`src/logic/sync_init_pkg.sv`:
```
package sync_init_pkg;

  // register word offsets (byte addresses)
  localparam logic [7:0] OFS_CONFIG_A = 8'h00;
  localparam logic [7:0] OFS_ADDR_MAP = 8'h04;
  localparam logic [7:0] OFS_STATUS = 8'h08;
  localparam logic [7:0] OFS_PIN_STATE = 8'h0C;

  // config_a_a field layout
  localparam int SW_TX_LSB = 0;
  localparam int BUS_IF_LSB = 4;
  localparam int SYNC_W = 4;
  localparam int MAP_W = 9;

  // reset values: 3 clock delays, positive edge (about 75 ns at 25 ns)
  localparam logic [3:0] SYNC_SETTING_RST = 4'h4;
  localparam logic [8:0] ADDR_MAP_RST = 9'h000;

  // highest legal setting code
  localparam logic [3:0] SYNC_CODE_MAX = 4'h9;
  localparam int VAR_TAPS = 5;

  // fixed-delay synchronizer settling time and derived stage count
  localparam int CLK_PERIOD_PS = 25000;
  localparam int FIXED_SETTLE_PS = 100000;
  localparam int FIXED_STAGES = (FIXED_SETTLE_PS + CLK_PERIOD_PS - 1) / CLK_PERIOD_PS;

  // status bit positions
  localparam int ST_QUIESCENT = 0;
  localparam int ST_MAPPED = 1;
  localparam int ST_OPERATIONAL = 2;
  localparam int ST_BAD_SETTING = 3;
  localparam int ST_EXEC_DONE = 4;

  typedef enum logic [3:0] {
    INIT_RESET = 4'b0001,
    INIT_QUIESCENT = 4'b0010,
    INIT_MAPPED = 4'b0100,
    INIT_OPERATIONAL = 4'b1000
  } init_state_e;

  typedef struct packed {
    logic [3:0] bus_iface_sync_setting;
    logic [3:0] switch_tx_sync_setting;
  } config_a_s;

  typedef struct packed {
    logic [7:0] addr;
    logic [31:0] wdata;
    logic wr;
    logic rd;
  } reg_req_s;

  // tap index 0..4 for a setting, codes above the max clamp to the last tap
  function automatic logic [2:0] sync_tap(input logic [3:0] code);
    sync_tap = (code > SYNC_CODE_MAX) ? 3'(VAR_TAPS - 1) : code[3:1];
  endfunction

  function automatic logic sync_code_bad(input logic [3:0] code);
    sync_code_bad = code > SYNC_CODE_MAX;
  endfunction

endpackage

```
`src/logic/fixed_delay_sync.sv`:
```
`timescale 1ns/100ps
module fixed_delay_sync #(
  parameter int STAGES = 4,
  parameter logic RST_VAL = 1'b0
) (
  // clock and reset
  input wire logic core_clk,
  input wire logic rst_n,
  input wire logic clk_en,
  // level in and out
  input wire logic din,
  output logic dout
);

  logic [STAGES-1:0] chain_ff;

  // plain shift chain, only the last stage is read
  always_ff @(posedge core_clk or negedge rst_n)
  begin
    if (!rst_n)
    begin
      chain_ff <= {STAGES{RST_VAL}};
    end
    else if (clk_en)
    begin
      chain_ff <= {chain_ff[STAGES-2:0], din};
    end
  end

  assign dout = chain_ff[STAGES-1];

endmodule

```
`src/logic/var_delay_sync.sv`:
```
`timescale 1ns/100ps
module var_delay_sync (
  // clock and reset
  input wire logic core_clk,
  input wire logic rst_n,
  input wire logic clk_en,
  // delay and edge setting
  input wire logic [3:0] setting,
  // level in and out
  input wire logic din,
  output logic dout
);
  import sync_init_pkg::*;

  logic cap_pos_ff;
  logic cap_neg_ff;
  logic pos_s2_ff;
  logic neg_s2_ff;
  logic [VAR_TAPS-1:0] tap_ff;
  logic dout_ff;

  // capture on the rising edge
  always_ff @(posedge core_clk or negedge rst_n)
  begin
    if (!rst_n)
    begin
      cap_pos_ff <= 1'b0;
      pos_s2_ff <= 1'b0;
    end
    else if (clk_en)
    begin
      cap_pos_ff <= din;
      pos_s2_ff <= cap_pos_ff;
    end
  end

  // capture on the falling edge
  always_ff @(negedge core_clk or negedge rst_n)
  begin
    if (!rst_n)
    begin
      cap_neg_ff <= 1'b0;
    end
    else if (clk_en)
    begin
      cap_neg_ff <= din;
    end
  end

  always_ff @(posedge core_clk or negedge rst_n)
  begin
    if (!rst_n)
    begin
      neg_s2_ff <= 1'b0;
    end
    else if (clk_en)
    begin
      neg_s2_ff <= cap_neg_ff;
    end
  end

  // fixed-length tap chain gives a constant delay for every input change
  // edge select
  always_ff @(posedge core_clk or negedge rst_n)
  begin
    if (!rst_n)
    begin
      tap_ff <= '0;
    end
    else if (clk_en)
    begin
      tap_ff <= {tap_ff[VAR_TAPS-2:0], setting[0] ? neg_s2_ff : pos_s2_ff};
    end
  end

  always_ff @(posedge core_clk or negedge rst_n)
  begin
    if (!rst_n)
    begin
      dout_ff <= 1'b0;
    end
    else if (clk_en)
    begin
      dout_ff <= tap_ff[sync_tap(setting)];
    end
  end

  assign dout = dout_ff;

endmodule

```
`src/logic/multi_clock_sync_and_init.sv`:
```
// Added by the designer: the plain strobed port and the register addresses.
`timescale 1ns/100ps
// Function
// - external reset reaches internal logic through a fixed-delay synchronizer.
// - execute handshake release reaches bus access logic via fixed-delay synchronizer.
// - fixed-delay synchronizers settle at least 100 ns.
// - request and response crossings use variable-delay zero-uncertainty synchronizers.
// - every variable-delay synchronizer has its own 4-bit setting.
// - codes 0..9: bits 3..1 plus one is delay, bit 0 picks edge.
// - delay counts periods of the receiving clock.
// - switch-transmit and bus-interface settings are separate fields of config_a_a.
// - low external reset means hardware reset, high means normal operation.
// - after map and registers are initialized the device is operational.
// - reset is resynchronized everywhere, quiescent state entered on release.
module multi_clock_sync_and_init (
  // clock, reset, enable
  input wire logic core_clk,
  input wire logic nrst,
  input wire logic clk_en,
  // external pins
  input wire logic ext_reset_n,
  input wire logic ctl_exec_handshake_n,
  // function request and response levels
  input wire logic switch_tx_req_in,
  output logic switch_tx_req_out,
  input wire logic bus_iface_resp_in,
  output logic bus_iface_resp_out,
  // register port
  input wire sync_init_pkg::reg_req_s reg_req,
  output logic [31:0] reg_rdata,
  // state outputs
  output logic quiescent,
  output logic operational,
  output logic bus_access_en
);
  import sync_init_pkg::*;

  ////////////////////////////////////////////////////////////////////////////

  logic rst_meta_ff;
  logic rst_n;
  logic hw_reset_n;
  logic exec_n_sync;
  logic exec_n_d_ff;
  config_a_s config_a_a_ff;
  logic [MAP_W-1:0] config_unit_addr_map_ff;
  logic bad_setting_ff;
  logic exec_done_ff;
  logic [31:0] rdata_ff;
  init_state_e state_ff;
  init_state_e nxt_state;
  logic sw_tx_raw;
  logic bus_if_raw;
  logic wr_cfg;
  logic wr_map;
  logic wr_status;
  logic set_bad;

  ////////////////////////////////////////////////////////////////////////////
  // core reset release through two flops

  always_ff @(posedge core_clk or negedge nrst)
  begin
    if (!nrst)
    begin
      rst_meta_ff <= 1'b0;
      rst_n <= 1'b0;
    end
    else
    begin
      rst_meta_ff <= 1'b1;
      rst_n <= rst_meta_ff;
    end
  end

  ////////////////////////////////////////////////////////////////////////////
  // fixed-delay synchronizers

  fixed_delay_sync #(
    .STAGES(FIXED_STAGES),
    .RST_VAL(1'b0)
  ) u_ext_reset_sync (
    .core_clk(core_clk),
    .rst_n(rst_n),
    .clk_en(clk_en),
    .din(ext_reset_n),
    .dout(hw_reset_n)
  );

  fixed_delay_sync #(
    .STAGES(FIXED_STAGES),
    .RST_VAL(1'b1)
  ) u_exec_sync (
    .core_clk(core_clk),
    .rst_n(rst_n),
    .clk_en(clk_en),
    .din(ctl_exec_handshake_n),
    .dout(exec_n_sync)
  );

  ////////////////////////////////////////////////////////////////////////////
  // variable-delay synchronizers on the function paths

  var_delay_sync u_sw_tx_sync (
    .core_clk(core_clk),
    .rst_n(rst_n),
    .clk_en(clk_en),
    .setting(config_a_a_ff.switch_tx_sync_setting),
    .din(switch_tx_req_in),
    .dout(sw_tx_raw)
  );

  var_delay_sync u_bus_if_sync (
    .core_clk(core_clk),
    .rst_n(rst_n),
    .clk_en(clk_en),
    .setting(config_a_a_ff.bus_iface_sync_setting),
    .din(bus_iface_resp_in),
    .dout(bus_if_raw)
  );

  // paths stay disabled until operational
  assign switch_tx_req_out = sw_tx_raw & operational;
  assign bus_iface_resp_out = bus_if_raw & operational;

  ////////////////////////////////////////////////////////////////////////////
  // register decode

  assign wr_cfg = reg_req.wr && reg_req.addr == OFS_CONFIG_A;
  assign wr_map = reg_req.wr && reg_req.addr == OFS_ADDR_MAP;
  assign wr_status = reg_req.wr && reg_req.addr == OFS_STATUS;

  assign set_bad = wr_cfg && (sync_code_bad(reg_req.wdata[SW_TX_LSB +: SYNC_W])
                   || sync_code_bad(reg_req.wdata[BUS_IF_LSB +: SYNC_W]));

  always_ff @(posedge core_clk or negedge rst_n)
  begin
    if (!rst_n)
    begin
      config_a_a_ff <= '{SYNC_SETTING_RST, SYNC_SETTING_RST};
    end
    else if (clk_en)
    begin
      if (!hw_reset_n)
      begin
        config_a_a_ff <= '{SYNC_SETTING_RST, SYNC_SETTING_RST};
      end
      else if (wr_cfg && !state_ff[1])
      begin
        config_a_a_ff.switch_tx_sync_setting <= reg_req.wdata[SW_TX_LSB +: SYNC_W];
        config_a_a_ff.bus_iface_sync_setting <= reg_req.wdata[BUS_IF_LSB +: SYNC_W];
      end
    end
  end

  always_ff @(posedge core_clk or negedge rst_n)
  begin
    if (!rst_n)
    begin
      config_unit_addr_map_ff <= ADDR_MAP_RST;
    end
    else if (clk_en)
    begin
      if (!hw_reset_n)
      begin
        config_unit_addr_map_ff <= ADDR_MAP_RST;
      end
      else if (wr_map)
      begin
        config_unit_addr_map_ff <= reg_req.wdata[MAP_W-1:0];
      end
    end
  end

  // sticky bad-setting flag, set wins over write-one clear
  always_ff @(posedge core_clk or negedge rst_n)
  begin
    if (!rst_n)
    begin
      bad_setting_ff <= 1'b0;
    end
    else if (clk_en)
    begin
      if (!hw_reset_n)
      begin
        bad_setting_ff <= 1'b0;
      end
      else if (set_bad)
      begin
        bad_setting_ff <= 1'b1;
      end
      else if (wr_status && reg_req.wdata[ST_BAD_SETTING])
      begin
        bad_setting_ff <= 1'b0;
      end
    end
  end

  ////////////////////////////////////////////////////////////////////////////
  // execute handshake release opens bus access

  always_ff @(posedge core_clk or negedge rst_n)
  begin
    if (!rst_n)
    begin
      exec_n_d_ff <= 1'b1;
      exec_done_ff <= 1'b0;
    end
    else if (clk_en)
    begin
      exec_n_d_ff <= exec_n_sync;
      if (!hw_reset_n)
      begin
        exec_done_ff <= 1'b0;
      end
      else if (exec_n_sync && !exec_n_d_ff)
      begin
        exec_done_ff <= 1'b1;
      end
      else if (!exec_n_sync)
      begin
        exec_done_ff <= 1'b0;
      end
    end
  end

  assign bus_access_en = exec_done_ff;

  ////////////////////////////////////////////////////////////////////////////
  // initialization state machine

  always_comb
  begin
    nxt_state = state_ff;
    case (state_ff)
      INIT_RESET:
      begin
        if (hw_reset_n)
        begin
          nxt_state = INIT_QUIESCENT;
        end
      end
      INIT_QUIESCENT:
      begin
        if (wr_map)
        begin
          nxt_state = INIT_MAPPED;
        end
      end
      INIT_MAPPED:
      begin
        if (wr_cfg)
        begin
          nxt_state = INIT_OPERATIONAL;
        end
      end
      INIT_OPERATIONAL:
      begin
        nxt_state = INIT_OPERATIONAL;
      end
      default:
      begin
        nxt_state = INIT_RESET;
      end
    endcase
    if (!hw_reset_n)
    begin
      nxt_state = INIT_RESET;
    end
  end

  always_ff @(posedge core_clk or negedge rst_n)
  begin
    if (!rst_n)
    begin
      state_ff <= INIT_RESET;
    end
    else if (clk_en)
    begin
      state_ff <= nxt_state;
    end
  end

  assign quiescent = state_ff == INIT_QUIESCENT;
  assign operational = state_ff == INIT_OPERATIONAL;

  ////////////////////////////////////////////////////////////////////////////
  // read data, one cycle after the strobe

  always_ff @(posedge core_clk or negedge rst_n)
  begin
    if (!rst_n)
    begin
      rdata_ff <= 32'h0000_0000;
    end
    else if (clk_en)
    begin
      if (reg_req.rd)
      begin
        case (reg_req.addr)
          OFS_CONFIG_A:
          begin
            rdata_ff <= {24'h00_0000, config_a_a_ff};
          end
          OFS_ADDR_MAP:
          begin
            rdata_ff <= {23'h00_0000, config_unit_addr_map_ff};
          end
          OFS_STATUS:
          begin
            rdata_ff <= {27'h000_0000, exec_done_ff, bad_setting_ff,
                         state_ff == INIT_OPERATIONAL, state_ff == INIT_MAPPED,
                         state_ff == INIT_QUIESCENT};
          end
          OFS_PIN_STATE:
          begin
            rdata_ff <= {28'h000_0000, bus_if_raw, sw_tx_raw, exec_n_sync, hw_reset_n};
          end
          default:
          begin
            rdata_ff <= 32'h0000_0000;
          end
        endcase
      end
      else
      begin
        rdata_ff <= 32'h0000_0000;
      end
    end
  end

  assign reg_rdata = rdata_ff;

endmodule

```
`config.mk`:
```
export PLATFORM = sky130hd
export DESIGN_NAME = multi_clock_sync_and_init
export DESIGN_NICKNAME = d
export VERILOG_FILES = /design/src/logic/sync_init_pkg.sv /design/src/logic/fixed_delay_sync.sv /design/src/logic/var_delay_sync.sv /design/src/logic/multi_clock_sync_and_init.sv
export SDC_FILE = /design/constraint.sdc
export NUM_CORES = 1
export LEC_CHECK = 0
export BUFFER_PORTS_ARGS = -buffer_cell sky130_fd_sc_hd__buf_2
export CAP_MARGIN = 20
export CORE_ASPECT_RATIO = 0.5
export CORE_UTILIZATION = 30
export DETAILED_ROUTE_END_ITERATION = 6
export PLACE_DENSITY_LB_ADDON = 0.3
export RECOVER_POWER = 50
export SETUP_SLACK_MARGIN = 0.5
export SYNTH_ARGS = -nofsm -noshare
export SYNTH_HDL_FRONTEND = slang
export SYNTH_SLANG_ARGS = --single-unit
```
`constraint.sdc`:
```
create_clock -name core_clk -period 2.6 [get_ports core_clk]
set_input_delay 0.26 -clock core_clk [delete_from_list [all_inputs] [get_ports core_clk]]
set_output_delay 0.26 -clock core_clk [all_outputs]
set_load 0.01 [all_outputs]
```
# ---- Yosys cells after proc, flatten, opt, wreduce, memory -nomap -nowiden
# Index checks and enable logic that the tools add are counted.
dict set report word_totals {
  inputBits 49
  ff_bits 86
}
dict set report op_classes {
  bitwise 2
  n_reduce_logical 16
  magnitude_cmp 6
  eq_ne 13
  muxes 24
}
# operator count
set ops {}
lappend ops {{case mux 9 bit (4 select lines)} 1}
lappend ops {{two-way mux 32 bit} 1}
lappend ops {{two-way mux 9 bit} 2}
lappend ops {{== test 8 x 4 -> 1 bit, second input constant} 2}
lappend ops {{> comparator 4 bit, second input constant} 4}
lappend ops {{two-way mux 8 bit} 2}
lappend ops {{case mux 4 bit (4 select lines)} 1}
lappend ops {{two-way mux 4 bit} 3}
lappend ops {{!= test 3 bit, second input constant} 4}
lappend ops {{two-way mux 1 bit} 10}
lappend ops {{== test 8 x 3 -> 1 bit, second input constant} 1}
lappend ops {{logical NOT 8 bit} 1}
lappend ops {{less-than comparator 3 x 4 -> 1 bit, second input constant} 2}
lappend ops {{AND reduction 2 bit} 4}
lappend ops {{logical AND 1 bit} 7}
lappend ops {{binary-select mux 1 bit (select 3 bit)} 2}
lappend ops {{two-way mux 3 bit} 2}
lappend ops {{== test 4 x 1 -> 1 bit, second input constant} 1}
lappend ops {{== test 4 x 2 -> 1 bit, second input constant} 1}
lappend ops {{== test 4 x 3 -> 1 bit, second input constant} 1}
lappend ops {{== test 4 bit, second input constant} 1}
lappend ops {{!= test 2 bit, second input constant} 2}
lappend ops {{AND reduction 3 bit} 1}
lappend ops {{AND 1 bit} 2}
lappend ops {{other kinds (2)} 3}

# ---- Longest topological paths before layout
# Gate-level depths: netlist (run 1).
dict set report logic_depth {
  word_depth 6
  mapped_depth 6
  depth_no_buf 4
}

# ---- Hierarchy
# From an unflattened synthesis (run 1), not the netlist that was laid out.
dict set report unflattened {
  hier_cells 255
  hier_area_um2 3100.5
}
# mod cells_each n_inst area_each_um2
set by_module_without_submodules {}
lappend by_module_without_submodules {multi_clock_sync_and_init 179 1 1979.4}
lappend by_module_without_submodules {var_delay_sync 30 2 412.9}
lappend by_module_without_submodules {{fixed_delay_sync (u_exec_sync)} 8 1 150.1}
lappend by_module_without_submodules {{fixed_delay_sync (u_ext_reset_sync)} 8 1 145.1}

==> results of run 1 <==
==> Yosys cell counts (2+ instances only) <==
library cell  count  area [sq um]
inv_1            11          41.3
nor2_1            8          30.0
nand2_1          17          63.8
o211ai_1          4          30.0
clkbuf_1          7          26.3
buf_4            24           180
mux2i_1           8          80.1
a31oi_1           2          12.5
mux4_2            6           135
nand4_1           2          12.5
nor4b_1           2          17.5
o2bb2ai_1         4          35.0
o21ai_0          12          60.1
a2bb2oi_1         2          17.5
buf_1             2          7.51
dfstp_2           8           210
nor4_1            2          12.5
mux2_2           19           214
a21oi_1           8          40.0
and2_1            2          12.5
a22o_1           18           158
nor3_4            2          32.5
nor4_2            2          25.0
conb_1            2          7.51
dfrtp_1          53          1330
and4_1            2          17.5
dfrtn_1           2          50.1
==> through the flow <==
| step | hold WS, ns | total power [mW] | setup WS, ns |
|---|---|---|---|
| after floorplan | -0.0356 | 1.42 | 0.501 |
| after CTS | 0.165 | 2.65 | 0.571 |
| after detailed placement | 0.0475 | 1.49 | 0.567 |
| after global routing | 0.170 | 2.73 | 0.550 |
| after global placement | 0.0452 | 1.47 | 0.586 |
| final | 0.172 | 2.61 | 0.572 |
==> layout make-up <==
class                   instances  area share
well taps                     135      0.0478
clock buffers                   9      0.0638
flip-flops and latches         63       0.450
clock inverters                 7      0.0181
inverters                      11      0.0117
repair buffers                 45      0.0627
multi-input cells             160       0.346
==> power by group through the flow <==
stage | logic, mW | registers, mW | clock network, mW
3_3_place_gp | 0.269 | 1.20 | 0
2_1_floorplan | 0.245 | 1.17 | 0
6_report | 0.276 | 1.19 | 1.14
5_1_grt | 0.307 | 1.21 | 1.21
4_1_cts | 0.283 | 1.19 | 1.17
3_5_place_dp | 0.280 | 1.21 | 0
==> sequential cells by signal, indices dropped and copies added (netlist names), 4 cells and up <==
| name | cells |
|---|---|
| config_unit_addr_map_ff | 9 |
| config_a_a_ff | 8 |
| u_bus_if_sync.tap_ff | 5 |
| state_ff | 4 |
| u_sw_tx_sync.tap_ff | 5 |
| u_exec_sync.chain_ff | 4 |
| reg_rdata | 9 |
| u_ext_reset_sync.chain_ff | 4 |
==> path summary, 6_finish.rpt <==
check	startpoint	endpoint	slack [ns]	cells past startpoint
setup reg to reg	u_sw_tx_sync.cap_neg_ff	u_sw_tx_sync.neg_s2_ff	0.57	1
max in group asynchronous	rst_n	u_sw_tx_sync.cap_neg_ff	0.94	0
hold / removal	ext_reset_n	u_ext_reset_sync.chain_ff[0]	0.17	2
setup / recovery	u_sw_tx_sync.cap_neg_ff	u_sw_tx_sync.neg_s2_ff	0.57	1
min in group asynchronous	rst_n	u_sw_tx_sync.cap_pos_ff	0.22	0
hold reg to reg	rst_n	u_sw_tx_sync.cap_pos_ff	0.22	0
==> cell families (layout without fill, tap and decap cells) <==
kind of cell              after synthesis  in the layout
AOI/OAI and AO/OA                      56             56
muxes                                  33             33
buffers and inverters                  46             72
and+or+nand+nor                        46             46
other                                   2             24
xor gates and xnor gates                1              1
DFF                                    63             63
==> layer usage <==
| metal | global-route usage | wire (um) |
|---|---|---|
| met1 | 0.175 | 3000 |
| met2 | 0.215 | 2990 |
| met3 | 0.0348 | 300 |
| met4 | 0.0603 | 148 |
| met5 | 0 | 0 |
==> cells in the final DEF (no fill, tap or decap), types with 5 or more instances in the layout <==
| master | instances |
|---|---|
| clkbuf_1 | 13 |
| clkbuf_16 | 9 |
| inv_1 | 11 |
| o21ai_0 | 12 |
| mux4_2 | 6 |
| nor2_1 | 8 |
| a21oi_1 | 8 |
| conb_1 | 24 |
| mux2i_1 | 8 |
| mux2_2 | 19 |
| nand2_1 | 15 |
| dfrtp_1 | 52 |
| dfstp_2 | 8 |
| buf_2 | 27 |
| a22o_1 | 18 |
| clkinv_2 | 5 |
==> impl_metrics.json, run 1 <==
{
  "grt_first_pass_wirelength_mm": 10.5,
  "critPathRequiredTime_ns": 2.80,
  "fill_cells": 949,
  "nNetsFinal": 339,
  "synth-async-reset-ratio": 1.00,
  "crit_slowest_cell": "dfrtn_1",
  "p_leak_nw": 1.58,
  "setup_violations": 0,
  "rsz0062_at_grt": "false",
  "synth_area_per_cell_sq_um": 12.1,
  "final_area_sq_um": 3530,
  "worstSetupEndpointType": "flip-flop",
  "io_buffers": 39,
  "ant_nets": 0,
  "die_area_sq_um": 10400,
  "synthMuxAreaShare": 0.143,
  "worst_pin_slew_ns": 0.954,
  "post-dp-hpwl_mm": 4.69,
  "hold_class": "input port to flip-flop",
  "chipWidth_um": 143,
  "cts-root-buf": "clkbuf_16",
  "area_growth_pct": 18.1,
  "synthSimpleGateAreaFrac": 0.0958,
  "pin_count": 86,
  "internal-power_mw": 1.96,
  "place_congestion": 0.856,
  "multiInputGateArea_sq_um": 1220,
  "grt_usage": 0.135,
  "viasPerCell": 4.75,
  "finalSetupTns_ns": 0,
  "max_stage_delay_ns": 0.34,
  "crit_fanout": 2,
  "crit_chain": "mux2_2",
  "p_seq_frac": 0.457,
  "power_frac_comb": 0.106,
  "synth_top_family_by_area": "multiplexers",
  "ir_drop_uv": 312,
  "dp.cells": 413,
  "cts_htree_levels": 3,
  "vias": 2043,
  "grt_overflow_total": 0,
  "cts-buffers-inserted": 9,
  "path_buf_inv": 0,
  "cts.clk_slew.worst_paths_ns": 0.05,
  "hold_viol_final": 0,
  "synth_edf_count": 0,
  "dpl_cell_area_sq_um": 3250,
  "yosysWarnings": 0,
  "cp-start-kind": "flip-flop",
  "core_sq_um": 9570,
  "powerDensity_nw_per_um2": 738,
  "fin_worst_skew_ns": 0.00989,
  "crit_arrival_ns": 2.23,
  "layout-drive-gt1-share": 0.308,
  "relSlewSlack": 0.364,
  "stdcell_count": 430,
  "grt_max_degree": 39,
  "syn_inst": 247,
  "tritoncts": "built",
  "fp-row-count": 25,
  "fin_util": 0.369,
  "synthAdderAreaFrac": 0,
  "critical_path_class": "flip-flop to flip-flop",
  "die_h_um": 72.6,
  "dr.pass1.iters": 4,
  "switchingPower_mw": 0.646,
  "wl_per_cell_um": 15.0,
  "hold_buffers": 1,
  "regArea_sq_um": 1590,
  "cp_top_family": "flip-flops",
  "ys_seq_elements": 63,
  "pwr-share-clk": 0.437,
  "drv_cap": 0,
  "cts_resized": 0,
  "cts_num_sinks": 63,
  "synth-xor-area-share": 0.00293,
  "synth_ff_type": "dfrtp_1",
  "drtIter0Drc": 100,
  "clock_path_buffers": 2,
  "status": "completed",
  "synth-compound-area-share": 0.134,
  "grt_pass1_vias": 1969,
  "clock_latency_ns": 0.33,
  "post_cts_buffers": 0,
  "finalMaxSlewViolations": 0,
  "ys_seq_area_frac": 0.530,
  "swShare": 0.248,
  "wl_mm": 6.44,
  "antennaDiodeCount": 0,
  "start_util": 0.313,
  "grt_antenna_before_repair": 0,
  "ys_types": 43,
  "synth_area_sq_um": 2990,
  "drc": 0
}
Power figures use the tool's default switching activity.
==> run 2, diff against run 1 <==
Clock period 2.6 ns to 1.99 ns, I/O delays scaled along.
==> impl_metrics.json, run 2 (synthesis results as in run 1) <==
{
  "pin_count": 86,
  "clock_path_buffers": 2,
  "die_h_um": 72.6,
  "die_area_sq_um": 10400,
  "cp-start-kind": "flip-flop",
  "clock_latency_ns": 0.33,
  "drtIter0Drc": 140,
  "final_area_sq_um": 3790,
  "fp-row-count": 25,
  "drc": 0,
  "viasPerCell": 4.70,
  "chipWidth_um": 143,
  "post-dp-hpwl_mm": 4.75,
  "cts-buffers-inserted": 9,
  "nNetsFinal": 355,
  "critPathRequiredTime_ns": 2.20,
  "critical_path_class": "flip-flop to flip-flop",
  "powerDensity_nw_per_um2": 941,
  "io_buffers": 39,
  "grt_overflow_total": 0,
  "grt_antenna_before_repair": 0,
  "ir_drop_uv": 388,
  "cts.clk_slew.worst_paths_ns": 0.05,
  "hold_viol_final": 0,
  "layout-drive-gt1-share": 0.418,
  "worstSetupEndpointType": "flip-flop",
  "finalMaxSlewViolations": 0,
  "cts_num_sinks": 63,
  "drv_cap": 0,
  "hold_class": "flip-flop to async pin",
  "start_util": 0.313,
  "grt_pass1_vias": 2056,
  "crit_fanout": 2,
  "crit_arrival_ns": 1.94,
  "mostFrequentLayoutCells": "dfrtp_1, buf_2, conb_1",
  "core_sq_um": 9570,
  "vias": 2097,
  "crit_slowest_cell": "dfrtn_1",
  "crit_chain": "mux2_4",
  "finalPower_mw": 3.57,
  "area_growth_pct": 26.6,
  "fin_worst_skew_ns": 0.00979,
  "dr.pass1.iters": 4,
  "cp_top_family": "flip-flops",
  "rsz0062_at_grt": "true",
  "grt_max_degree": 31,
  "tritoncts": "built",
  "antennaDiodeCount": 0,
  "finalSetupTns_ns": 0,
  "wl_per_cell_um": 15.3,
  "worst_pin_slew_ns": 0.860,
  "mostFrequentLayoutCell": "dfrtp_1",
  "grt_first_pass_wirelength_mm": 11.0,
  "dpl_cell_area_sq_um": 3310,
  "cts-root-buf": "clkbuf_16",
  "max_stage_delay_ns": 0.35,
  "wl_mm": 6.82,
  "ant_nets": 0,
  "p_leak_nw": 1.73,
  "cts_htree_levels": 3,
  "place_congestion": 0.884,
  "setup_violations": 0,
  "path_buf_inv": 0,
  "relSlewSlack": 0.427,
  "grt_usage": 0.141,
  "status": "completed"
}
run 2: cell count changes in the layout (fill, tap and decap cells not counted), sizes merged:
cell,delta
buf,+25
clkbuf,-8
clkinv,-2
clkinvlp,+1
run 2: metal layers:
layer  track usage  vias up  part of all wire
li1              -      975                 -
met1         0.190     1050              0.47
met2         0.224       70              0.48
met3        0.0354        2             0.049
met4        0.0508        0            0.0028
met5             0        -                 0
run 2: final cells by class:
class / instances / area [sq um]
Sequential cell: 63 / 1600
Clock inverter: 6 / 61.3
Tap cell: 135 / 169
Multi-Input combinational cell: 160 / 1310
Clock buffer: 10 / 229
Timing Repair Buffer: 61 / 385
Inverter: 11 / 41.3
Fill cell: 934 / 5780
run 2: final timing paths:
check,cells after the start,startpoint,end,slack [ns]
worst max-delay path,1,u_sw_tx_sync.cap_neg_ff,u_sw_tx_sync.neg_s2_ff,0.26
worst min-delay path,0,rst_n,u_sw_tx_sync.cap_pos_ff,0.11
worst max register to register,1,u_sw_tx_sync.cap_neg_ff,u_sw_tx_sync.neg_s2_ff,0.26
worst min register to register,0,rst_n,u_sw_tx_sync.cap_pos_ff,0.11
max in group asynchronous,0,rst_n,u_sw_tx_sync.cap_neg_ff,0.86
min in group core_clk,3,switch_tx_req_in,u_sw_tx_sync.cap_pos_ff,0.11
run 2: power breakdown:
group / switching, mW / internal (mW)
Combinational: 0.248 / 0.249
Clock: 0.552 / 0.963
Sequential: 0.119 / 1.43
run 2: per-stage QoR:
| stage | utilization | worst slack (ns) | std cells | hold WS [ns] |
|---|---|---|---|---|
| after floorplan | - | 0.270 | 269 | -0.0966 |
| after global placement | 0.346 | 0.225 | 417 | -0.0150 |
| after detailed placement | 0.346 | 0.228 | 417 | -0.0138 |
| after CTS | 0.387 | 0.263 | 441 | 0.101 |
| after global routing | 0.396 | 0.232 | 446 | 0.107 |
| final | 0.396 | 0.261 | 446 | 0.105 |
run 2: repair_timing:
action,4_1_cts,5_1_grt
gates resized for setup,11,11
setup buffers,7,5
pin swaps,7,5
hold endpoints to repair,2,0
hold buffers,1,0
endpoints found under the setup margin,26,12
==> run 3, diff against run 2 <==
Settings changed: ABC_AREA from default to 1.
==> impl_metrics.json, run 3 <==
{
  "status": "completed",
  "cts.clk_slew.worst_paths_ns": 0.05,
  "drv_cap": 0,
  "ys_types": 31,
  "r2r_cells": 2,
  "stdcell_count": 601,
  "power_frac_comb": 0.120,
  "area_growth_pct": 23.1,
  "critPathRequiredTime_ns": 2.16,
  "drtIter0Drc": 153,
  "p_leak_nw": 2.02,
  "wl_mm": 7.35,
  "clock_path_buffers": 2,
  "internal-power_mw": 2.75,
  "synth_top_area_cell": "dfrtp_1",
  "crit_arrival_ns": 1.80,
  "nNetsFinal": 505,
  "cts_htree_levels": 3,
  "crit_fanout": 39,
  "synth_area_sq_um": 3220,
  "finalMaxSlewViolations": 0,
  "dr.pass1.iters": 4,
  "synth-compound-area-share": 0.110,
  "grt_pass1_vias": 2378,
  "max_freq_mhz": 614,
  "r2r_slack_ns": 0.37,
  "syn_inst": 401,
  "whs_ns": 0.0772,
  "core_sq_um": 10300,
  "yosysTopAreaCellShare": 0.412,
  "pre_cts_slack_ns": 0.324,
  "synth-xor-area-share": 0,
  "place_congestion": 0.775,
  "synthAdderAreaFrac": 0,
  "cts-buffers-inserted": 9,
  "clock_latency_ns": 0.33,
  "post-dp-hpwl_mm": 5.15,
  "hold_class": "input port to flip-flop",
  "worstSetupEndpointType": "flip-flop",
  "period_needed_ns": 1.63,
  "fp-row-count": 26,
  "synthMuxAreaShare": 0,
  "tritoncts": "built",
  "mostFrequentLayoutCell": "nand2_1",
  "cp-start-kind": "input port",
  "yosysWarnings": 0,
  "viasPerCell": 4.36,
  "synth-async-reset-ratio": 1.00,
  "synth_edf_count": 0,
  "grt_max_degree": 59,
  "layout-drive-gt1-share": 0.228,
  "swShare": 0.248,
  "ant_nets": 0,
  "vias": 2622,
  "synthSimpleGateAreaFrac": 0.262,
  "rsz0062_at_grt": "true",
  "netlist_top_cells_count": "nand2_1, dfrtp_1, inv_1",
  "synth_top_family_by_area": "simple AND/OR/NAND/NOR gates",
  "cts-root-buf": "clkbuf_16",
  "relSlewSlack": 0.505,
  "powerDensity_nw_per_um2": 924,
  "ys_seq_area_frac": 0.493,
  "dp.cells": 572,
  "synth_area_per_cell_sq_um": 8.03,
  "setup.worst_path.start": "clk_en",
  "die_h_um": 75.2,
  "yosysMostFrequentCell": "nand2_1",
  "endpoint": "u_bus_if_sync.dout",
  "cts_num_sinks": 63,
  "pwr-share-clk": 0.464,
  "grt_overflow_total": 0,
  "worst_pin_slew_ns": 0.742,
  "die_area_sq_um": 11200,
  "worstReg2RegStart": "u_bus_if_sync.cap_neg_ff",
  "wl_per_cell_um": 12.2,
  "setup_violations": 0,
  "io_buffers": 39,
  "synth_ff_type": "dfrtp_1",
  "grt_usage": 0.144,
  "finalSetupTns_ns": 0,
  "switchingPower_mw": 0.907,
  "fin_worst_skew_ns": 0.00982,
  "ys_seq_elements": 63,
  "worstHoldPathCells": 3,
  "r2r-end": "u_bus_if_sync.neg_s2_ff",
  "ir_drop_uv": 436,
  "grt_first_pass_wirelength_mm": 12.2,
  "drc": 0,
  "start_util": 0.312,
  "grt_antenna_before_repair": 0,
  "antennaDiodeCount": 0,
  "mostFrequentLayoutCells": "nand2_1, dfrtp_1, inv_1",
  "hold_viol_final": 0,
  "synth_area_leaders": "dfrtp_1, nand2_1, dfstp_2",
  "fin_ws_ns": 0.362,
  "chipWidth_um": 148,
  "fin_crit_sh": 0.818,
  "critical_path_class": "input port to flip-flop",
  "pin_count": 86,
  "p_seq_frac": 0.417
}
[run 3: cell count changes after synthesis, sizes merged, moves of 13 or more]
cell	change
nand2	+109
inv	+39
o21ai	+38
nand3	+25
mux2	-19
a22o	-18
nor2	+13
[run 3: worst max-delay path, cell delays in order]
cell      delay [ns]
clkbuf_1        0.29
buf_4           0.46
inv_1           0.17
clkbuf_1        0.35
a21oi_1         0.22
a22oi_1         0.08
[run 3: power groups by stage]
stage                     logic, mW  clock network (mW)  registers, mW
after CTS                     0.431                1.72           1.53
after floorplan               0.327                   0           1.53
after global routing          0.511                1.79           1.54
after detailed placement      0.404                   0           1.54
after global placement        0.396                   0           1.54
final                         0.438                1.70           1.53
[run 3: routing by layer]
layer  track usage  part of all wire  vias up
met5             0                 0        -
met4        0.0275            0.0072        0
met3        0.0461             0.056        4
met2         0.225              0.44       66
met1         0.197              0.50     1213
li1              -                 -     1339
[run 3: how the worst min path moves through the flow]
stage                                    start                 endpoint  slack, ns
after floorplan                           nrst              rst_meta_ff       -0.1
after global placement                    nrst              rst_meta_ff      -0.01
after detailed placement                  nrst              rst_meta_ff      -0.01
after CTS                 ctl_exec_handshake_n  u_exec_sync.chain_ff[0]       0.07
after global routing          switch_tx_req_in  u_sw_tx_sync.cap_pos_ff       0.09
final                     ctl_exec_handshake_n  u_exec_sync.chain_ff[0]       0.08
[run 3: layout make-up]
| type | instances | area, sq um |
|---|---|---|
| tap | 140 | 175 |
| clock buffer | 13 | 260 |
| multi-input combinational | 274 | 1350 |
| timing repair buffer | 58 | 335 |
| inverter | 50 | 188 |
| sequential | 63 | 1590 |
| fill | 1055 | 6350 |
| clock inverter | 3 | 65.1 |
[run 3: metrics by stage]
stage	cell area, sq um	power, mW	util
CTS	3900	3.68	0.378
floorplan	3340	1.86	-
global placement	3480	1.94	0.338
global route	3960	3.85	0.384
detailed placement	3480	1.95	0.338
finish	3960	3.66	0.384
[run 3: cell families after synthesis]
logic type,count (synthesis)
other,2
flip-flops,63
buffers and inverters,86
AND/OR/NAND/NOR,185
AO/OA/AOI/OAI,65
[run 3: what timing repair did]
| action | in CTS | in global routing |
|---|---|---|
| gates resized for setup | 12 | 14 |
| endpoints found under the setup margin | 5 | 8 |
| setup buffers | 7 | 5 |
| pin swaps | 3 | 4 |
| endpoints found under the hold margin | 2 | 0 |
| hold buffers | 1 | 0 |
